$ cat config.mk
export PLATFORM = sky130hd
export DESIGN_NAME = atmd_regs
export DESIGN_NICKNAME = d
export VERILOG_FILES = /design/src/atmd_pkg.sv /design/src/atmd_regs.sv
export SDC_FILE = /design/constraint.sdc
export NUM_CORES = 1
export LEC_CHECK = 0
export BUFFER_PORTS_ARGS = -buffer_cell sky130_fd_sc_hd__buf_2
export CAP_MARGIN = 20
export CORE_MARGIN = 10
export CORE_UTILIZATION = 40
export DETAILED_ROUTE_END_ITERATION = 8
export GPL_ROUTABILITY_DRIVEN = 0
export GPL_TIMING_DRIVEN = 0
export HOLD_SLACK_MARGIN = 0.15
export MAX_ROUTING_LAYER = met4
export PLACE_DENSITY = 0.67
export SETUP_SLACK_MARGIN = 0.3
export SLEW_MARGIN = 20
export SYNTH_ARGS = -nofsm -noshare
export SYNTH_HDL_FRONTEND = slang
export SYNTH_SLANG_ARGS = --single-unit
export TNS_END_PERCENT = 5
$ cat constraint.sdc
create_clock -name pclk -period 2.15 [get_ports pclk]
set_input_delay 0.645 -clock pclk [delete_from_list [all_inputs] [get_ports pclk]]
set_output_delay 0.645 -clock pclk [all_outputs]
set_load 0.05 [all_outputs]
$ cat src/atmd_pkg.sv
// Package with the register map, field layout and state types of the block.
package atmd_pkg;

    // ========================================================================
    // Register indices; the byte address of a register is four times these.
    // ========================================================================
    localparam logic [7:0] IDX_PHASE_TARGET = 8'h22;
    localparam logic [7:0] IDX_RESULT_VIEW  = 8'h23;
    localparam logic [7:0] IDX_MOD_CTRL     = 8'h24;
    localparam logic [7:0] IDX_TRIM_CTRL    = 8'h30;
    localparam logic [7:0] IDX_SEG_MASK     = 8'h31;
    localparam logic [7:0] IDX_COMMAND      = 8'h32;
    localparam logic [7:0] IDX_IRQ_STATUS   = 8'h33;
    localparam logic [7:0] IDX_IRQ_CLEAR    = 8'h34;
    localparam logic [7:0] IDX_IRQ_ENABLE   = 8'h35;

    // ========================================================================
    // Reset values, field positions and writable masks.
    // ========================================================================
    localparam logic [7:0] PHASE_TARGET_RST = 8'h80;
    localparam logic [7:0] RESULT_VIEW_RST  = 8'h00;
    localparam logic [7:0] MOD_CTRL_RST     = 8'h00;
    localparam logic [7:0] TRIM_CTRL_RST    = 8'h00;
    localparam logic [7:0] SEG_MASK_RST     = 8'h00;
    localparam logic [2:0] IRQ_RST          = 3'h0;
    localparam int RES_TRIM_MSB  = 7;
    localparam int RES_TRIM_LSB  = 4;
    localparam int RES_ERR_BIT   = 3;
    localparam int MOD_SEL_BIT   = 7;
    localparam int DEPTH_MSB     = 6;
    localparam int DEPTH_LSB     = 1;
    localparam int TRIM_SEL_BIT  = 7;
    localparam int TRIM_MAN_MSB  = 6;
    localparam int TRIM_MAN_LSB  = 3;
    localparam logic [7:0] MOD_CTRL_WMASK  = 8'hFE;
    localparam logic [7:0] TRIM_CTRL_WMASK = 8'hF8;
    localparam int CMD_SET_DEFAULT = 0;
    localparam int CMD_CAL_ANT     = 1;
    localparam int CMD_CAL_MOD     = 2;
    localparam int IRQ_ANT_DONE    = 0;
    localparam int IRQ_ANT_ERR     = 1;
    localparam int IRQ_MOD_DONE    = 2;

    // ========================================================================
    // Carriers for the calibration engine results and the block state.
    // ========================================================================
    typedef struct packed {
        logic       done;
        logic       err;
        logic [3:0] trim;
    } atmd_ant_res_s;

    typedef struct packed {
        logic       done;
        logic [5:0] code;
    } atmd_mod_res_s;

    typedef struct packed {
        logic [7:0]  phase_target;
        logic [7:0]  result_view;
        logic [7:0]  mod_ctrl;
        logic [7:0]  trim_ctrl;
        logic [7:0]  seg_mask;
        logic [2:0]  irq_status;
        logic [2:0]  irq_enable;
        logic        irq;
        logic        pready;
        logic        pslverr;
        logic [31:0] prdata;
        logic        ant_start;
        logic        mod_start;
        logic [3:0]  trim_out;
        logic [7:0]  seg_disable;
    } atmd_state_s;

    localparam atmd_state_s ATMD_STATE_RST = '{
        phase_target: PHASE_TARGET_RST,
        result_view:  RESULT_VIEW_RST,
        mod_ctrl:     MOD_CTRL_RST,
        trim_ctrl:    TRIM_CTRL_RST,
        seg_mask:     SEG_MASK_RST,
        irq_status:   IRQ_RST,
        irq_enable:   IRQ_RST,
        default:      '0
    };

endpackage : atmd_pkg

$ cat src/atmd_regs.sv
// Antenna tuning and modulation depth register bank behind an APB slave.
//
// Added by the designer: register access over APB.
`timescale 1ns/100ps

module atmd_regs (
    input  wire logic                   pclk,
    input  wire logic                   presetn,
    input  wire logic                   psel,
    input  wire logic                   penable,
    input  wire logic                   pwrite,
    input  wire logic [7:0]             paddr,
    input  wire logic [31:0]            pwdata,
    output logic      [31:0]            prdata,
    output logic                        pready,
    output logic                        pslverr,
    input  wire atmd_pkg::atmd_ant_res_s ant_cal_res,
    input  wire atmd_pkg::atmd_mod_res_s mod_cal_res,
    output logic                        ant_cal_start,
    output logic                        mod_cal_start,
    output logic      [7:0]             phase_target,
    output logic      [3:0]             tank_switch_pin_set_one,
    output logic      [3:0]             tank_switch_pin_set_two,
    output logic                        mod_level_source_sel,
    output logic      [5:0]             depth_code,
    output logic      [7:0]             am_segment_disable,
    output logic                        irq
);

    // ========================================================================
    // Helper functions.
    // ========================================================================
    // Decodes a word address against a register index.
    function automatic logic reg_hit(input logic [7:0] addr,
                                     input logic [7:0] idx);
        reg_hit = (addr[7:2] == idx[5:0]);
    endfunction : reg_hit

    // Returns the read value of the register addressed, zero with the error bit set if unmapped.
    function automatic logic [8:0] read_mux(input logic [7:0] addr,
                                            input atmd_pkg::atmd_state_s s);
        read_mux = {1'b1, 8'h00};
        if (reg_hit(addr, atmd_pkg::IDX_PHASE_TARGET)) begin
            read_mux = {1'b0, s.phase_target};
        end else if (reg_hit(addr, atmd_pkg::IDX_RESULT_VIEW)) begin
            read_mux = {1'b0, s.result_view};
        end else if (reg_hit(addr, atmd_pkg::IDX_MOD_CTRL)) begin
            read_mux = {1'b0, s.mod_ctrl};
        end else if (reg_hit(addr, atmd_pkg::IDX_TRIM_CTRL)) begin
            read_mux = {1'b0, s.trim_ctrl};
        end else if (reg_hit(addr, atmd_pkg::IDX_SEG_MASK)) begin
            read_mux = {1'b0, s.seg_mask};
        end else if (reg_hit(addr, atmd_pkg::IDX_COMMAND)) begin
            read_mux = {1'b0, 8'h00};
        end else if (reg_hit(addr, atmd_pkg::IDX_IRQ_STATUS)) begin
            read_mux = {1'b0, 5'h00, s.irq_status};
        end else if (reg_hit(addr, atmd_pkg::IDX_IRQ_CLEAR)) begin
            read_mux = {1'b0, 8'h00};
        end else if (reg_hit(addr, atmd_pkg::IDX_IRQ_ENABLE)) begin
            read_mux = {1'b0, 5'h00, s.irq_enable};
        end
    endfunction : read_mux

    // ========================================================================
    // State and bus decode.
    // ========================================================================
    atmd_pkg::atmd_state_s st_reg;
    atmd_pkg::atmd_state_s st_next;

    logic       access;
    logic       wr_en;
    logic       wr_target;
    logic       wr_mod;
    logic       wr_trim;
    logic       wr_mask;
    logic       wr_cmd;
    logic       wr_clear;
    logic       wr_enable;
    logic       set_default;
    logic [2:0] irq_set;
    logic [8:0] rd_word;

    // A transfer completes on the access cycle in which pready is high.
    assign access    = psel & penable & st_reg.pready;
    assign wr_en     = access & pwrite;
    assign wr_target = wr_en & reg_hit(paddr, atmd_pkg::IDX_PHASE_TARGET);
    assign wr_mod    = wr_en & reg_hit(paddr, atmd_pkg::IDX_MOD_CTRL);
    assign wr_trim   = wr_en & reg_hit(paddr, atmd_pkg::IDX_TRIM_CTRL);
    assign wr_mask   = wr_en & reg_hit(paddr, atmd_pkg::IDX_SEG_MASK);
    assign wr_cmd    = wr_en & reg_hit(paddr, atmd_pkg::IDX_COMMAND);
    assign wr_clear  = wr_en & reg_hit(paddr, atmd_pkg::IDX_IRQ_CLEAR);
    assign wr_enable = wr_en & reg_hit(paddr, atmd_pkg::IDX_IRQ_ENABLE);
    assign set_default = wr_cmd & pwdata[atmd_pkg::CMD_SET_DEFAULT];
    assign rd_word   = read_mux(paddr, st_reg);

    // Engine events that raise sticky interrupt status bits.
    assign irq_set[atmd_pkg::IRQ_ANT_DONE] = ant_cal_res.done;
    assign irq_set[atmd_pkg::IRQ_ANT_ERR]  = ant_cal_res.done & ant_cal_res.err;
    assign irq_set[atmd_pkg::IRQ_MOD_DONE] = mod_cal_res.done;

    // ========================================================================
    // Next-state logic.
    // ========================================================================
    // Computes every register, the bus answer and the registered outputs.
    always_comb begin
        st_next = st_reg;
        st_next.ant_start = 1'b0;
        st_next.mod_start = 1'b0;
        // Ready is raised for the access cycle that follows each setup cycle.
        st_next.pready = psel & ~penable;
        if (psel & ~penable) begin
            st_next.prdata  = {24'h000000, rd_word[7:0]};
            st_next.pslverr = rd_word[8];
        end

        // The antenna engine result lands in the view register.
        if (ant_cal_res.done) begin
            st_next.result_view = {ant_cal_res.trim,
                                   ant_cal_res.err,
                                   3'h0};
        end
        // Depth calibration only retunes the code while auto level is chosen.
        if (mod_cal_res.done && !st_reg.mod_ctrl[atmd_pkg::MOD_SEL_BIT]) begin
            st_next.mod_ctrl[atmd_pkg::DEPTH_MSB:atmd_pkg::DEPTH_LSB] =
                mod_cal_res.code;
        end

        // Software writes; unused bits are masked off.
        if (wr_target) begin
            st_next.phase_target = pwdata[7:0];
        end
        if (wr_mod) begin
            st_next.mod_ctrl = pwdata[7:0] & atmd_pkg::MOD_CTRL_WMASK;
        end
        if (wr_trim) begin
            st_next.trim_ctrl = pwdata[7:0] & atmd_pkg::TRIM_CTRL_WMASK;
        end
        if (wr_mask) begin
            st_next.seg_mask = pwdata[7:0];
        end
        if (wr_enable) begin
            st_next.irq_enable = pwdata[2:0];
        end
        if (wr_cmd) begin
            st_next.ant_start = pwdata[atmd_pkg::CMD_CAL_ANT];
            st_next.mod_start = pwdata[atmd_pkg::CMD_CAL_MOD];
        end

        // Status: a new event wins over a clear in the same cycle.
        st_next.irq_status = (st_reg.irq_status & ~(wr_clear ? pwdata[2:0]
                                                             : 3'h0))
                             | irq_set;

        // Set-default returns target, view, control, trim and mask registers to reset values; the interrupt enables are kept.
        if (set_default) begin
            st_next.phase_target = atmd_pkg::PHASE_TARGET_RST;
            st_next.mod_ctrl     = atmd_pkg::MOD_CTRL_RST;
            st_next.result_view  = atmd_pkg::RESULT_VIEW_RST;
            st_next.trim_ctrl    = atmd_pkg::TRIM_CTRL_RST;
            st_next.seg_mask     = atmd_pkg::SEG_MASK_RST;
        end

        // Tank switch source follows the trim select.
        if (st_next.trim_ctrl[atmd_pkg::TRIM_SEL_BIT]) begin
            st_next.trim_out = st_next.trim_ctrl[atmd_pkg::TRIM_MAN_MSB:
                                                 atmd_pkg::TRIM_MAN_LSB];
        end else begin
            st_next.trim_out = st_next.result_view[atmd_pkg::RES_TRIM_MSB:
                                                   atmd_pkg::RES_TRIM_LSB];
        end
        // Segment mask applies only while the manual level source is chosen.
        if (st_next.mod_ctrl[atmd_pkg::MOD_SEL_BIT]) begin
            st_next.seg_disable = st_next.seg_mask;
        end else begin
            st_next.seg_disable = 8'h00;
        end
        st_next.irq = |(st_next.irq_status & st_next.irq_enable);
    end

    // ========================================================================
    // State register.
    // ========================================================================
    // Registers the whole state; power-up loads the defaults.
    always_ff @(posedge pclk or negedge presetn) begin
        if (!presetn) begin
            st_reg <= atmd_pkg::ATMD_STATE_RST;
        end else begin
            st_reg <= st_next;
        end
    end

    // Outputs come straight from the state register.
    assign prdata                  = st_reg.prdata;
    assign pready                  = st_reg.pready;
    assign pslverr                 = st_reg.pslverr;
    assign ant_cal_start           = st_reg.ant_start;
    assign mod_cal_start           = st_reg.mod_start;
    assign phase_target            = st_reg.phase_target;
    assign tank_switch_pin_set_one = st_reg.trim_out;
    assign tank_switch_pin_set_two = st_reg.trim_out;
    assign mod_level_source_sel    = st_reg.mod_ctrl[atmd_pkg::MOD_SEL_BIT];
    assign depth_code = st_reg.mod_ctrl[atmd_pkg::DEPTH_MSB:atmd_pkg::DEPTH_LSB];
    assign am_segment_disable      = st_reg.seg_disable;
    assign irq                     = st_reg.irq;
endmodule : atmd_regs

[Word level (Yosys, flattened, before mapping)]
Index checks and enable logic that the tools add are counted.
Operators by class
  reduce and logical (&&, ||, !) cells: 8
  equality and inequality tests: 9
  multiplexer cells: 21
  bitwise logic cells: 18
Operator list (number)
  2-to-1 mux 9 bit: 9
  == test 6 bit (second input constant): 9
  2-to-1 mux 8 bit: 6
  2-to-1 mux 40 bit: 1
  bitwise AND 1 bit: 13
  nonzero test 2 bit: 4
  bitwise AND 3 bit: 2
  2-to-1 mux 3 bit: 2
  2-to-1 mux 6 bit: 1
  2-to-1 mux 4 bit: 1
  NOT 3 bit: 1
  OR 3 bit: 1
  nonzero test 3 bit: 1
  OR reduction 3 bit: 1
  2-to-1 mux 2 bit: 1
  logical AND 1 bit: 1
  zero test 1 bit: 1
  NOT 1 bit: 1
Storage, ports and cells
  logic and storage cells: 75
  output and inout bits: 68
  register bits after elaboration: 71
  bits of input ports: 58

[Logic depth before layout (Yosys ltp)]
Gate-level depths: netlist (run 1).
  depth in word-level cells: 10
  depth in mapped cells: 6

[Worst setup path after synthesis (run 1)]
OpenSTA, ideal clock, no wires.
  path kind: input to register
  start point: in paddr[2]
  end point: reg st_reg (netlist bit irq)
  cell stages on the path: 5
  setup slack: 0.140 ns
  setup time: 0.126 ns
  arrival: 1.884 ns
  cell sequence: buf_2 -> nand3b_1 -> nor3_1 -> mux2_2 -> a221o_1
RTL lines
  start, declared: line atmd_regs.sv:12  | input wire logic [7:0] paddr,
  end signal, assigned: line atmd_regs.sv:186  | st_reg <= atmd_pkg::ATMD_STATE_RST;
  end signal, assigned: line atmd_regs.sv:188  | st_reg <= st_next;
  end, declared: line atmd_regs.sv:67  | atmd_pkg::atmd_state_s st_reg;

==> results of run 1 <==
==> logic make-up after synthesis <==
group,after synthesis,synth area share
compound gates,48,0.106
other cells,1,0.00108
simple gates,93,0.150
flops,64,0.462
mux,37,0.112
buf+inv,89,0.168
==> synth_stat cells, drive strengths merged, types with 3 or more instances <==
cell    number
nor3        10
buf         69
o32ai        6
nor2b        4
a22oi        9
nor3b        3
and2         7
mux2i       31
and3         7
mux2         6
nand2        8
inv         13
a41oi        4
a211oi       5
nor2        34
nand4        5
a21oi        5
a31oi        4
clkbuf       7
dfrtp       63
and4         3
a32oi        4
nand3        6
==> timing repair <==
item / in CTS / in global routing
pin swaps: 0 / 0
gates resized for setup: 1 / 7
endpoints found under the setup margin: 24 / 49
==> layout make-up <==
class | instances | area share
flip-flops and latches | 64 | 0.370
clock buffers | 14 | 0.0329
plain buffers | 76 | 0.129
repair buffers | 74 | 0.0913
inverters | 13 | 0.0113
multi-input cells | 202 | 0.333
clock inverters | 1 | 0.00116
well taps | 105 | 0.0303
==> power by group <==
group          internal, mW  leakage, nW  switching, mW
registers              1.26        0.820         0.0334
logic                 0.192         1.50          0.408
clock network         0.413       0.0745          0.433
total                  1.86         2.40          0.874
==> worst register-to-register path: cells and delay by family, from the launching register on <==
family	cells	cell delay [ps]
AO/OA/AOI/OAI	1	330
flip-flops	1	360
multiplexers	1	370
AND/OR/NAND/NOR	2	630
==> worst paths after layout <==
kind | startpoint | end | slack, ps | cells past startpoint
worst max-delay path | paddr[5] | mod_level_source_sel$_DFF_PN0_ | 250 | 7
min in group pclk | st_reg[82]$_DFFE_PN0P_ | st_reg[82]$_DFFE_PN0P_ | 520 | 2
worst min register to register | st_reg[82]$_DFFE_PN0P_ | st_reg[82]$_DFFE_PN0P_ | 520 | 2
worst min-delay path | presetn | prdata[0]$_DFFE_PN0P_ | 180 | 1
worst max register to register | pready$_DFF_PN0_ | irq$_DFF_PN0_ | 340 | 4
max in group asynchronous | presetn | phase_target[7]$_DFFE_PN1P_ | 1410 | 2
==> per-layer routing <==
layer / GRT usage / up-vias
met1: 0.184 / 1279
met3: 0.0454 / 8
li1: - / 1311
met2: 0.231 / 93
met5: - / -
met4: 0.0592 / 0
==> results.py, run 1 <==
metrics = {
    "finish": {
        "seq_area_um2": 1600,
        "drive_above_1_share": 0.408,
        "fin_nets": 498,
        "largest_reg_flops": 24,
        "fillers": 810,
        "final_cell_mix": "buf_2 (74), buf_4 (66), dfrtp_1 (62)",
        "multi_input_area_um2": 1440,
        "stdcell_area_um2": 4330,
        "area_growth_pct": 24.7,
        "antenna_cells": 0,
        "post-route-util": 0.519,
        "layoutNonFillerInstCount": 549,
        "final_common_cell": "buf_2",
    },
    "logic_synthesis": {
        "avgSynthCellArea_um2": 10.5,
        "ys_warn_count": 0,
        "synth_cells": 332,
        "synth.distinct_cells": 47,
        "ys_async_sr_fraction": 1.00,
        "synth_area_um2": 3470,
        "seq_area_frac_synth": 0.462,
        "ys_ff_latch": 64,
        "synth_edf_count": 0,
        "synth_ff_type": "dfrtp_1",
        "yosys.area.top_type": "dfrtp_1",
        "synth_top_area_share": 0.454,
        "synth_area_leaders": "dfrtp_1 (45%), buf_4 (14%), mux2i_1 (8.6%), nor2_1 (3.7%), a22oi_1 (1.9%)",
    },
    "critical_path": {
        "required_ps": 2360,
        "worstPathArrival_ps": 2110,
        "cpPeakStageDelay_ps": 400,
        "critPathLaunchType": "input port",
        "end_kind": "register",
        "path_class": "in2reg",
        "crit_family": "simple AND/OR/NAND/NOR gates",
        "cp_num_buf_inv": 3,
        "crit_chain": "buf_2 > nor4b_4 > and4_1 > and2_1 > buf_4 > buf_4 > nor2_1",
        "slowest_stage": "nor4b_4",
        "crit_fanout": 10,
        "crit_path_frequent_cell": "buf_4",
    },
    "placement": {
        "portBuffers": 73,
        "dp_cells": 534,
        "place_area_um2": 4160,
        "place_ws_ps": -145,
        "dp.final_hpwl_um": 7250,
    },
    "sta": {
        "worst_pin_slew_ps": 702,
        "grt_setup_unrepaired": "true",
        "maxSlewViolCount": 0,
        "holdWs_ps": 178,
        "finalHoldViolCount": 0,
        "tns_ps": 0,
        "skew_ps": 7.51,
        "max_freq_mhz": 527,
        "fin_crit_ps": 1900,
        "fin_crit_sh": 0.882,
        "max_slew_margin": 0.520,
        "fin_ws_ps": 253,
        "setup_viol": 0,
    },
    "clock_tree": {
        "cts_tree": "built",
        "numCtsBuffers": 9,
        "clkTransAtPathRegs_ps": 60,
        "postCtsSetupBuffers": 0,
        "cts.htree.levels": 3,
        "clk_latency_ps": 340,
        "postCtsHoldBufs": 0,
        "cts_root_buffer": "clkbuf_8",
        "cts_sinks": 64,
        "clockBufferDepth": 2,
    },
    "drt": {
        "ant_nets": 0,
        "viasPerCell": 4.90,
        "wl_met2_um": 4450,
        "wl_met3_um": 670,
        "wl_met1_um": 4130,
        "drc": 0,
        "dr.max_layer_used": "met4",
        "drtIter0Drc": 129,
        "num_vias": 2691,
        "routedWlPerCell_um": 17.1,
        "first_pass_iters": 4,
        "routed_wl_um": 9380,
    },
    "floorplan": {
        "core_area_um2": 8340,
        "initial_core_util": 0.416,
        "fp.dieH_um": 113,
        "die_x_um": 113,
        "fp.dieArea_um2": 12800,
        "io_pins": 126,
        "rows": 33,
    },
    "global_route": {
        "grt_max_degree": 49,
        "grt_antenna_before_repair": 0,
        "grt_pass1_vias": 2870,
        "grt_use_total": 0.151,
        "grt_pass1_wl_um": 15000,
        "gr-total-overflow": 0,
    },
    "power": {
        "cellLeakagePower_nw": 2.40,
        "power_mw": 2.74,
        "power_density_nw_per_um2": 632,
        "vdd_drop_max_v": 0.000392,
    },
    "job": {
        "cap_viol_max_count": 0,
    },
    "min_path": {
        "worst_hold_path_type": "in2async",
    },
    "status": {
        "run_status": "completed",
    },
}
No activity file was read; power rests on OpenSTA's default activity.
==> inputs of run 2 (changes only) <==
--- a/config.mk
+++ b/config.mk
@@ -5,7 +5,7 @@
 export SDC_FILE = /design/constraint.sdc
 export NUM_CORES = 1
 export LEC_CHECK = 0
-export BUFFER_PORTS_ARGS = -buffer_cell sky130_fd_sc_hd__buf_2
+export BUFFER_PORTS_ARGS = -buffer_cell sky130_fd_sc_hd__clkbuf_2
 export CAP_MARGIN = 20
 export CORE_MARGIN = 10
 export CORE_UTILIZATION = 40
==> constraint.sdc (replaced) <==
create_clock -name pclk -period 2.15 [get_ports pclk]
set_input_delay 0.3225 -clock pclk [delete_from_list [all_inputs] [get_ports pclk]]
set_output_delay 0.3225 -clock pclk [all_outputs]
set_load 0.05 [all_outputs]
==> run 2 against run 1 <==
  * Design area is 0.95% higher
  * Register-to-register slack worse by 20 ps
  * Sequential share of layout area is 0.35 points lower
  * Critical path depth is 3 lower
  * Power is 19% higher
  * Sequential cell count stayed put
  * Clock skew is 1.5 ps higher
  * Largest power group is now clock
==> results.py, run 2 (synthesis results as in run 1) <==
metrics = {
    "clock_tree": {
        "cts_tree": "built",
        "cts.htree.levels": 3,
        "clkTransAtPathRegs_ps": 70,
        "clockBufferDepth": 2,
        "cts_sinks": 64,
        "clk_latency_ps": 350,
        "cts_root_buffer": "clkbuf_8",
        "numCtsBuffers": 9,
    },
    "min_path": {
        "worst_hold_path_type": "in2reg",
        "whs_path_depth": 2,
        "hold_path.startpoint": "mod_cal_res[6]",
        "min_to": "st_reg[54]$_DFF_PN0_",
    },
    "finish": {
        "largest_reg_flops": 24,
        "final_common_cell": "clkbuf_2",
        "final_cell_mix": "clkbuf_2 (73), buf_4 (65), dfrtp_1 (62)",
        "antenna_cells": 0,
        "area_growth_pct": 25.9,
        "drive_above_1_share": 0.397,
        "fin_nets": 499,
    },
    "drt": {
        "num_vias": 2750,
        "drtIter0Drc": 177,
        "ant_nets": 0,
        "first_pass_iters": 4,
        "viasPerCell": 4.99,
        "drc": 0,
        "routed_wl_um": 9500,
        "routedWlPerCell_um": 17.2,
    },
    "critical_path": {
        "crit_cells": 4,
        "end_kind": "register",
        "worstReg2RegStart": "pready$_DFF_PN0_",
        "required_ps": 2380,
        "path_class": "reg2reg",
        "slowest_stage": "mux2_2",
        "worstPathArrival_ps": 2060,
        "rr_worst_depth": 4,
        "rrSetupSlack_ps": 320,
        "r2r_end": "irq$_DFF_PN0_",
        "critPathLaunchType": "register",
        "cpPeakStageDelay_ps": 380,
        "crit_family": "simple AND/OR/NAND/NOR gates",
        "cp_num_buf_inv": 0,
        "crit_chain": "nand4_1 > nor3_1 > mux2_2 > a221o_1",
        "crit_fanout": 6,
    },
    "placement": {
        "dp.final_hpwl_um": 7280,
        "portBuffers": 73,
        "place_ws_ps": 44.8,
    },
    "sta": {
        "tns_ps": 0,
        "fin_crit_ps": 1830,
        "worst_pin_slew_ps": 629,
        "fin_ws_ps": 321,
        "maxSlewViolCount": 0,
        "grt_setup_unrepaired": "true",
        "setup_viol": 0,
        "max_slew_margin": 0.570,
        "max_freq_mhz": 547,
        "fin_crit_sh": 0.851,
        "skew_ps": 9.02,
        "finalHoldViolCount": 0,
    },
    "global_route": {
        "gr-total-overflow": 0,
        "grt_pass1_vias": 3009,
        "grt_max_degree": 49,
        "grt_pass1_wl_um": 15200,
        "grt_use_total": 0.153,
        "grt_antenna_before_repair": 0,
    },
    "floorplan": {
        "fp.dieH_um": 113,
        "core_area_um2": 8340,
        "rows": 33,
        "io_pins": 126,
        "fp.dieArea_um2": 12800,
        "die_x_um": 113,
        "initial_core_util": 0.416,
    },
    "power": {
        "intPower_mw": 2.33,
        "cellLeakagePower_nw": 2.41,
        "power.share.sequential": 0.395,
        "combinationalPowerShare": 0.182,
        "p_switching_uw": 931,
        "p_sw_frac": 0.285,
        "vdd_drop_max_v": 0.000343,
        "power_frac_clock": 0.423,
        "power_density_nw_per_um2": 746,
    },
    "status": {
        "run_status": "completed",
    },
    "job": {
        "cap_viol_max_count": 0,
    },
}
run 2: cell types whose count changed in the layout (fill, tap and decap cells not counted), moves of 2 or more:
cell / delta
bufinv_16: +4
buf_2: -70
clkbuf_2: +71
clkinvlp_4: +2
clkbuf_1: -3
buf_6: -2
run 2: worst register-to-register path, delay by kind of cell, from the launching register on:
family / cells / cell delay [ps]
multiplexers: 1 / 380
flip-flops: 1 / 370
AO/OA/AOI/OAI: 1 / 320
AND/OR/NAND/NOR: 2 / 630
run 2: layer usage:
metal	vias up	track usage	wire [um]
met1	1302	0.191	4210
met3	17	0.0433	714
li1	1312	-	-
met4	0	0.0651	209
met5	-	-	0
met2	119	0.227	4370
run 2: timing repair:
item	in CTS	in global routing
resized for setup	0	1
buffers inserted	0	0
endpoints found under the hold margin	16	0
hold buffers	1	0
endpoints found under the setup margin	0	16
run 2: cell type report:
| type | instances | area (um2) |
|---|---|---|
| fillers | 790 | 3970 |
| flip-flops and latches | 64 | 1600 |
| multi-input cells | 202 | 1380 |
| plain buffers | 76 | 536 |
| repair buffers | 75 | 405 |
| clock inverters | 7 | 144 |
| well taps | 105 | 131 |
| clock buffers | 9 | 124 |
| inverters | 13 | 48.8 |
run 2: worst max path at each step:
stage	from	to	slack [ps]
finish	pready$_DFF_PN0_	irq$_DFF_PN0_	320
CTS	pready$_DFF_PN0_	am_segment_disable[6]$_DFF_PN0_	320
detailed placement	paddr[2]	tank_switch_pin_set_one[0]$_DFF_PN0_	40
floorplan	pready$_DFF_PN0_	irq$_DFF_PN0_	320
global route	paddr[5]	depth_code[1]$_DFFE_PN0P_	240
global placement	paddr[2]	tank_switch_pin_set_one[0]$_DFF_PN0_	120
run 2: stage by stage:
step | cell area (um2) | hold slack (ps) | power (mW) | util | instances
2_1_floorplan | 3560 | 26.9 | 1.74 | - | 355
3_3_place_gp | 4060 | 507 | 1.89 | 0.486 | 533
3_5_place_dp | 4090 | 248 | 1.90 | 0.490 | 534
4_1_cts | 4360 | 229 | 3.28 | 0.523 | 551
5_1_grt | 4370 | 244 | 3.38 | 0.524 | 551
6_report | 4370 | 240 | 3.26 | 0.524 | 551
run 2: power groups by stage:
stage | logic [mW] | clock network, mW | registers (mW)
after floorplan | 0.428 | 0 | 1.32
after global placement | 0.577 | 0 | 1.31
after detailed placement | 0.591 | 0 | 1.31
after CTS | 0.595 | 1.40 | 1.29
after global routing | 0.633 | 1.45 | 1.29
final | 0.592 | 1.38 | 1.29
